$ cat src/include/nsc_pkg.sv
package nsc_pkg;

    // Register map
    localparam logic [11:0] NSC_SP_LO_ADDR   = 12'h0f80;
    localparam logic [11:0] NSC_SP_HI_ADDR   = 12'h0f81;
    localparam logic [7:0]  NSC_SP_RESET     = 8'h00;

    // Frame sizes in nibbles
    localparam logic [7:0]  NSC_PAIR_NIBBLES  = 8'h02;
    localparam logic [7:0]  NSC_FRAME_NIBBLES = 8'h06;
    localparam logic [2:0]  NSC_PAIR_LAST     = 3'h1;
    localparam logic [2:0]  NSC_FRAME_LAST    = 3'h5;

    // Stack lives in bank 0
    localparam logic [3:0]  NSC_STACK_BANK   = 4'h0;
    localparam logic [1:0]  NSC_RB_ZERO      = 2'h0;

    typedef enum logic [2:0] {
        NSC_OP_NONE  = 3'b000,
        NSC_OP_PUSH  = 3'b001,
        NSC_OP_CALL  = 3'b010,
        NSC_OP_INT   = 3'b011,
        NSC_OP_POP   = 3'b100,
        NSC_OP_RET   = 3'b101,
        NSC_OP_INTERRUPT_RETURN  = 3'b110
    } nsc_op_e;

    typedef enum logic [1:0] {
        NSC_ST_IDLE  = 2'b00,
        NSC_ST_PUSH  = 2'b01,
        NSC_ST_POP   = 2'b10
    } nsc_state_e;

    // Memory access to the stack
    typedef struct packed {
        logic        wr;
        logic        rd;
        logic [11:0] addr;
        logic [3:0]  wdata;
    } nsc_mem_s;

    // Saved context, 22 bits, padded to six nibbles on the stack
    typedef struct packed {
        logic [11:0] pc;
        logic [7:0]  program_status_word;
        logic        mem_bank_en;
        logic        reg_bank_en;
    } nsc_ctx_s;

endpackage

$ cat src/design/nsc_stack_ctrl.sv
// Function
// - 8-bit pointer at two peripheral nibbles; 8-bit accesses only.
// - Pointer bit 0 is forced to zero; software writes zero there.
// - Push decrements, pop increments, pointer marks last written entry.
// - Stack accesses always go to bank 0, ignoring bank flags.
// - Register push writes two nibbles below pointer, then pointer minus two.
// - Call stores PC and bank enable flags in six nibbles, pointer minus six.
// - Interrupt entry saves PC and status word, pointer minus six.
// - Register pop restores lower then upper nibble, pointer plus two.
// - Returns reload PC and bank enable flags, pointer plus six.
// - Interrupt return reloads PC and status word, pointer plus six.
// - With register bank enable 0, bank select leaves bank 0 active.
// - With register bank enable 1, bank select operand picks active bank.
//
// Design decision made here: the address-and-strobe port.
`timescale 1ns/1ps
module nsc_stack_ctrl
    import nsc_pkg::*;
(
    // Clock and reset
    input  wire logic        i_clk,
    input  wire logic        i_reset,
    // Register port (8-bit transfers only)
    input  wire logic [11:0] i_reg_addr,
    input  wire logic [7:0]  i_reg_wdata,
    input  wire logic        i_reg_wr,
    input  wire logic        i_reg_rd,
    output logic      [7:0]  o_reg_rdata,
    // Sequencer request
    input  wire logic        i_op_valid,
    input  wire logic [2:0]  i_op,
    input  wire logic [7:0]  i_pair_data,
    input  wire nsc_ctx_s    i_ctx,
    output logic             o_busy,
    output logic             o_done,
    output logic      [7:0]  o_pair_data,
    output nsc_ctx_s         o_ctx,
    // Register bank select
    input  wire logic        i_rb_sel_valid,
    input  wire logic [1:0]  i_rb_sel,
    input  wire logic        i_reg_bank_en,
    output logic      [1:0]  o_active_rb,
    // Stack memory, bank 0
    output nsc_mem_s         o_mem,
    input  wire logic [3:0]  i_mem_rdata,
    // Pointer view
    output logic      [7:0]  o_stack_pointer
);

    function automatic logic [7:0] sp_add(input logic [7:0] a,
                                          input logic [7:0] b);
        sp_add = a + b;
    endfunction

    function automatic logic [3:0] nib(input logic [23:0] w,
                                       input logic [2:0]  i);
        nib = w[{i, 2'b00} +: 4];
    endfunction

    nsc_state_e  state_reg, state_next;
    logic [7:0]  sp_reg, sp_next;
    logic [2:0]  cnt_reg, cnt_next;
    logic [2:0]  last_reg, last_next;
    nsc_op_e     op_reg, op_next;
    logic [23:0] buf_reg, buf_next;
    logic        done_reg, done_next;
    logic        rd_pend_reg;
    logic [2:0]  rd_idx_reg;
    logic [7:0]  rdata_reg, rdata_next;
    nsc_mem_s    mem_reg, mem_next;
    logic [1:0]  rb_reg, rb_next;
    logic [7:0]  pair_out_reg, pair_out_next;
    nsc_ctx_s    ctx_out_reg, ctx_out_next;
    logic        busy_reg;

    // Decode
    wire        sp_hit   = (i_reg_addr == NSC_SP_LO_ADDR);
    wire        sp_wr    = i_reg_wr && sp_hit;
    wire        idle     = (state_reg == NSC_ST_IDLE);
    wire        go       = i_op_valid && idle;
    wire        is_pair  = (i_op == NSC_OP_PUSH) || (i_op == NSC_OP_POP);
    wire        is_push  = (i_op == NSC_OP_PUSH) || (i_op == NSC_OP_CALL)
                           || (i_op == NSC_OP_INT);
    wire        is_pop   = (i_op == NSC_OP_POP) || (i_op == NSC_OP_RET)
                           || (i_op == NSC_OP_INTERRUPT_RETURN);
    wire [23:0] ctx_word = {i_ctx.pc, i_ctx.program_status_word, 2'b00,
                            i_ctx.mem_bank_en, i_ctx.reg_bank_en};
    wire [23:0] src_word = is_pair ? {16'h0000, i_pair_data} : ctx_word;
    wire        cnt_last = (cnt_reg == last_reg);
    // Push walks down from sp-1, top nibble first, so the
    // lowest nibble ends at the new pointer and pops first
    wire [7:0]  push_ofs = sp_add(sp_reg, ~{5'h00, cnt_reg});
    wire [2:0]  push_idx = last_reg - cnt_reg;
    wire [7:0]  pop_ofs  = sp_add(sp_reg, {5'h00, cnt_reg});
    wire [7:0]  frame    = (last_reg == NSC_PAIR_LAST) ? NSC_PAIR_NIBBLES
                                                        : NSC_FRAME_NIBBLES;
    wire [23:0] rd_word  = buf_reg | ({20'h0_0000, i_mem_rdata}
                                      << {rd_idx_reg, 2'b00});
    // Shared next values
    wire        pop_land = rd_pend_reg && idle && !mem_reg.rd;
    wire [7:0]  sp_down  = sp_add(sp_reg, ~frame + 8'h01);
    wire [7:0]  sp_up    = sp_add(sp_reg, frame);
    wire [7:0]  sp_view  = sp_hit ? sp_reg : 8'h00;
    wire [1:0]  rb_pick  = i_reg_bank_en ? i_rb_sel : NSC_RB_ZERO;

    always_comb begin
        state_next    = state_reg;
        sp_next       = sp_reg;
        cnt_next      = cnt_reg;
        last_next     = last_reg;
        op_next       = op_reg;
        buf_next      = rd_pend_reg ? rd_word : buf_reg;
        done_next     = 1'b0;
        rdata_next    = rdata_reg;
        mem_next      = '0;
        rb_next       = rb_reg;
        pair_out_next = pair_out_reg;
        ctx_out_next  = ctx_out_reg;

        if (i_reg_rd) begin
            rdata_next = sp_view;
        end
        if (i_rb_sel_valid) begin
            rb_next = rb_pick;
        end

        case (state_reg)
            NSC_ST_IDLE: begin
                if (sp_wr) begin
                    sp_next = {i_reg_wdata[7:1], 1'b0};
                end else if (go && is_push) begin
                    state_next = NSC_ST_PUSH;
                    op_next    = nsc_op_e'(i_op);
                    cnt_next   = 3'h0;
                    last_next  = is_pair ? NSC_PAIR_LAST
                                         : NSC_FRAME_LAST;
                    buf_next   = src_word;
                end else if (go && is_pop) begin
                    state_next = NSC_ST_POP;
                    op_next    = nsc_op_e'(i_op);
                    cnt_next   = 3'h0;
                    last_next  = is_pair ? NSC_PAIR_LAST
                                         : NSC_FRAME_LAST;
                    buf_next   = 24'h00_0000;
                end
            end
            NSC_ST_PUSH: begin
                mem_next.wr    = 1'b1;
                mem_next.addr  = {NSC_STACK_BANK, push_ofs};
                mem_next.wdata = nib(buf_reg, push_idx);
                cnt_next       = cnt_reg + 3'h1;
                if (cnt_last) begin
                    sp_next    = sp_down;
                    state_next = NSC_ST_IDLE;
                    done_next  = 1'b1;
                end
            end
            NSC_ST_POP: begin
                // Lower nibble read first
                mem_next.rd   = 1'b1;
                mem_next.addr = {NSC_STACK_BANK, pop_ofs};
                cnt_next      = cnt_reg + 3'h1;
                if (cnt_last) begin
                    sp_next    = sp_up;
                    state_next = NSC_ST_IDLE;
                end
            end
            default: begin
                state_next = NSC_ST_IDLE;
            end
        endcase

        // Last read data lands one cycle after the final strobe
        if (pop_land) begin
            done_next = 1'b1;
            if (op_reg == NSC_OP_POP) begin
                pair_out_next = rd_word[7:0];
            end else begin
                ctx_out_next.pc          = rd_word[23:12];
                ctx_out_next.program_status_word         = rd_word[11:4];
                ctx_out_next.mem_bank_en = rd_word[1];
                ctx_out_next.reg_bank_en = rd_word[0];
            end
        end
    end

    // Sequencer state
    always_ff @(posedge i_clk or posedge i_reset) begin
        if (i_reset) begin
            state_reg <= NSC_ST_IDLE;
        end else begin
            state_reg <= state_next;
        end
    end

    always_ff @(posedge i_clk or posedge i_reset) begin
        if (i_reset) begin
            cnt_reg  <= 3'h0;
            last_reg <= 3'h0;
        end else begin
            cnt_reg  <= cnt_next;
            last_reg <= last_next;
        end
    end

    always_ff @(posedge i_clk or posedge i_reset) begin
        if (i_reset) begin
            op_reg <= NSC_OP_NONE;
        end else begin
            op_reg <= op_next;
        end
    end

    // Busy kept in a flop so the output carries no decode glitch
    always_ff @(posedge i_clk or posedge i_reset) begin
        if (i_reset) begin
            busy_reg <= 1'b0;
        end else begin
            busy_reg <= (state_next != NSC_ST_IDLE);
        end
    end

    // Pointer has no meaningful reset; zero only for determinism
    always_ff @(posedge i_clk or posedge i_reset) begin
        if (i_reset) begin
            sp_reg <= NSC_SP_RESET;
        end else begin
            sp_reg <= sp_next;
        end
    end

    always_ff @(posedge i_clk or posedge i_reset) begin
        if (i_reset) begin
            buf_reg <= 24'h00_0000;
        end else begin
            buf_reg <= buf_next;
        end
    end

    always_ff @(posedge i_clk or posedge i_reset) begin
        if (i_reset) begin
            rd_pend_reg <= 1'b0;
            rd_idx_reg  <= 3'h0;
        end else begin
            rd_pend_reg <= mem_reg.rd;
            rd_idx_reg  <= cnt_reg - 3'h1;
        end
    end

    always_ff @(posedge i_clk or posedge i_reset) begin
        if (i_reset) begin
            mem_reg <= '0;
        end else begin
            mem_reg <= mem_next;
        end
    end

    always_ff @(posedge i_clk or posedge i_reset) begin
        if (i_reset) begin
            rdata_reg <= 8'h00;
        end else begin
            rdata_reg <= rdata_next;
        end
    end

    // Bank select takes effect on the next cycle
    always_ff @(posedge i_clk or posedge i_reset) begin
        if (i_reset) begin
            rb_reg <= NSC_RB_ZERO;
        end else begin
            rb_reg <= rb_next;
        end
    end

    always_ff @(posedge i_clk or posedge i_reset) begin
        if (i_reset) begin
            done_reg <= 1'b0;
        end else begin
            done_reg <= done_next;
        end
    end

    always_ff @(posedge i_clk or posedge i_reset) begin
        if (i_reset) begin
            pair_out_reg <= 8'h00;
            ctx_out_reg  <= '0;
        end else begin
            pair_out_reg <= pair_out_next;
            ctx_out_reg  <= ctx_out_next;
        end
    end

    assign o_reg_rdata     = rdata_reg;
    assign o_busy          = busy_reg;
    assign o_done          = done_reg;
    assign o_pair_data     = pair_out_reg;
    assign o_ctx           = ctx_out_reg;
    assign o_active_rb     = rb_reg;
    assign o_mem           = mem_reg;
    assign o_stack_pointer = sp_reg;

endmodule

$ cat config.mk
export PLATFORM = sky130hd
export DESIGN_NAME = nsc_stack_ctrl
export DESIGN_NICKNAME = d
export VERILOG_FILES = /design/src/include/nsc_pkg.sv /design/src/design/nsc_stack_ctrl.sv
export SDC_FILE = /design/constraint.sdc
export NUM_CORES = 1
export LEC_CHECK = 0
export BUFFER_PORTS_ARGS = -buffer_cell sky130_fd_sc_hd__buf_2
export CORE_ASPECT_RATIO = 0.7
export CORE_UTILIZATION = 53
export CTS_CLUSTER_SIZE = 8
export DETAILED_ROUTE_END_ITERATION = 10
export PLACE_DENSITY = 0.8
export SYNTH_ARGS = -nofsm -noshare
export SYNTH_HDL_FRONTEND = slang
export SYNTH_SLANG_ARGS = --single-unit
$ cat constraint.sdc
create_clock -name i_clk -period 3.68 [get_ports i_clk]
set_input_delay 0.736 -clock i_clk [delete_from_list [all_inputs] [get_ports i_clk]]
set_output_delay 0.736 -clock i_clk [all_outputs]
set_load 0.1 [all_outputs]
==> impl_summary.md <==
Worst setup path
The worst setup path is launched from a flop. The largest individual stage delay along the critical path comes from the cell ha_1. The largest fanout on the critical path is 12. The data required time at the worst endpoint is a little under 4 ns. In this design, the stage delay of the slowest critical-path cell is between 0.4 and 0.5 ns. Data on the critical path arrives at its endpoint at just over 3 ns. The critical path goes through inv_1 > ha_1 > xnor2_1 > ha_1 > fa_1 > a21o_1 > a21oi_1 > o21bai_1 > o311ai_0. The cell that appears most often on the critical path is ha_1. The capturing element type of the critical path is a flop.

By startpoint and endpoint, the worst setup path is classified as flop to flop.

STA
Setup repair after global routing left no endpoint under its margin. The setup clock skew after layout is slightly above 0.006 ns. The maximum achievable frequency is between 300 and 400 MHz.

The number of failing setup endpoints in the final timing report is 0. The time the worst path needs with I/O delays and setup is between 2 and 3 ns. The final-report max-slew violation count is 0.

The final count of hold timing violations is 0. The accumulated negative setup slack is 0 ns. At the pin with the least slew margin, the transition time is 0.743 ns. In the finished design, the share of the clock period the worst path needs comes to between 70% and 80%. In this run the tightest slew margin relative to its limit is between 50% and 60%.

Clock network
The number of buffers created by CTS is 9. The clock insertion delay at the later pin of the skew report is 0.34 ns. The number of buffers between clock root and the deepest sink is 2. The CTS tree is yes. The tree built by TritonCTS fans out to 100 sinks. The clock tree synthesis step divided the H-tree into 3 levels. In this run, post-CTS hold repair placed 0 buffers.

The clock transition time at the flip-flop clock pins of the worst setup and hold paths is around 0.070 ns. The clock root buffer master is clkbuf_16. The total setup buffers inserted after CTS is 0. Post-CTS repair changed the size of 0 cells.

Drt
The number of remaining DRC errors is 0. In this run the remaining antenna-violating nets after routing total 0. For this block, the routed nets add up to 13,200 microns of wire. The per-cell via count in the routed design is between 5 and 6. The average wire length per cell after detail routing is 17.0 microns.

The DRC marker count from the first detailed-route iteration is just over 400. The detailed router placed around 4,500 vias in this run. The detailed-routing iteration count for the pre-antenna-repair pass is 6.

Floorplan
The starting density of the core is 55.7%. The area of the placeable core is 9250 sq um. For this design the top-level I/O count stands at around 130. After floorplanning, the core was divided into 29 placement rows. The die width is ~120 microns.

The die outline height is around 85 microns. The die covers 10,100 sq um.

Final layout
In the final layout, the share of cells above drive strength 1 is between 20% and 30%. The net count of the finished layout is around 730. In the final layout, the multi-input gates occupy about 2400 sq um. The layout-stage area growth over the synthesis result is 19.6%.

The final antenna diode count is 0. Counting the fill cells in the layout gives roughly 770. The flip-flop count of the largest register after layout is 24. The area of all sequential standard cells is 2500 sq um.

Synth
After synthesis, the mean cell area works out to 9.63 sq um. The dominant register cell in the synthesized netlist is dfrtp_1. The cell count after synthesis came out at ~540.

The cell with the most instances after synthesis is dfrtp_1. The largest total area in the synthesized netlist belongs to dfrtp_1. Counting flops and latches in the post-synthesis netlist gives 100.

The area share of and/or/nand/nor cells after synthesis is ~13%. The share of the yosys chip area belonging to registers is about half. After Yosys synthesis, XOR and XNOR cells account for ~2.9% of the synthesized area.

The count of synthesis-stage warnings from yosys is 0. The share of synthesized area spent on multiplexers is 4.30%. The post-synthesis compound-gate area fraction is 20.6%. The synthesized netlist devotes between 5 and 6% of its cell area to adder and majority cells. Counting flops with an async set or reset pin after synthesis yields a share of 100%. Yosys mapped the design onto 56 distinct sky130hd cell types. Yosys attributes the largest share of cell area to dfrtp_1 49%, a21oi_1 8.4%, ha_1 4.1%, mux2i_1 4.1%, nor2_1 3.1%. By count the netlist is led by 100 x dfrtp_1, 86 x a21oi_1, 43 x nor2_1. The number of enable flip-flop cells after synthesis is 0.

Summing every instance area after synthesis gives around 5200 sq um. By area, the combinational part of the netlist is dominated by compound AO/OA/AOI/OAI gates. The area share of the leading cell type in the synthesized netlist is 48.6%.

Placed design
At the end of routability-driven placement, the weighted congestion stood at 0.927. The HPWL after detailed placement is approximately 9800 microns. The number of buffers inserted by port buffering is roughly 130.

GRT
Global routing used 27.8% of the available tracks. The initial antenna violation count is 0. The first-pass GRT wire length is ~22,000 microns.

The largest net degree at the start of global routing is 62. The residual overflow from global routing is 0. The via count of the first global-routing pass was 4,384.

Min path
The min-delay analysis places its worst path in the category flop to flop.

Status
The flow ran to the end, and the final reports show no timing, DRC or antenna violations.

Run
The tool flagged a number of max-cap violations equal to 0.
cells in the final DEF, fill, tap and decap left out, types with 10 or more instances in the layout:
cell and count:
nand2_1 36, inv_1 31, nor3_1 10, mux2i_1 21, o2bb2ai_1 16, nand3_1 12, ha_1 17, a21oi_1 86
dfrtp_1 100, o21ai_0 28, buf_2 126, nor2_1 43, xnor2_1 13
worst paths after layout:
| check | from | to | slack, ns | cells after the start |
|---|---|---|---|---|
| worst max register to register | state_reg[0] | o_mem[11] | 0.87 | 9 |
| worst min register to register | o_pair_data[5] | o_pair_data[5] | 0.48 | 2 |
| worst max-delay path | state_reg[0] | o_mem[11] | 0.87 | 9 |
| min in group asynchronous | i_reset | o_pair_data[7] | 0.53 | 2 |
| worst min-delay path | o_pair_data[5] | o_pair_data[5] | 0.48 | 2 |
| max in group asynchronous | i_reset | o_mem[0] | 2.37 | 3 |
cell type report:
type                       count  area share, %
sequential                   100           40.6
multi-input combinational    373           38.8
timing repair buffer         132           11.0
clock buffer                   9           3.65
tap                          124           2.52
inverter                      32           1.99
clock inverter                 6           1.42
cells by family after synthesis:
group,Yosys count
buffers and inverters,67
DFF,100
and+or+nand+nor,136
adders and majority gates,20
AOI/OAI and AO/OA,172
xor gates and xnor gates,17
other,1
muxes,22
stage by stage:
| step | instances | util [%] | worst slack, ns | instance area, sq um | hold WS (ns) |
|---|---|---|---|---|---|
| 3_5_place_dp | 761 | 63.2 | 0.609 | 5850 | 0.469 |
| 6_report | 776 | 66.6 | 0.868 | 6160 | 0.480 |
| 3_3_place_gp | 761 | 63.2 | 0.636 | 5850 | 0.458 |
| 4_1_cts | 776 | 66.6 | 0.890 | 6160 | 0.484 |
| 5_1_grt | 776 | 66.6 | 0.657 | 6160 | 0.509 |
| 2_1_floorplan | 540 | - | 0.325 | 5170 | 0.444 |
critical path: cells and delay by family (launching register included):
family | cells | cell delay (ns)
DFF | 1 | 0.46
buffers and inverters | 1 | 0.11
AOI/OAI and AO/OA | 4 | 0.84
xor gates and xnor gates | 1 | 0.14
adders and majority gates | 3 | 1.13
layer usage:
layer  global-route usage [%]  up-vias  share of wire, %
li1                         -     2109                 -
met1                     41.1     2149                46
met2                     42.2      228                44
met3                     4.96       31               8.0
met4                     7.50        0               1.5
met5                        0        -                 0
Power is left out: the tool's default activity adds up to more than one toggle a clock period on the data nets, which glitch-free logic cannot reach.
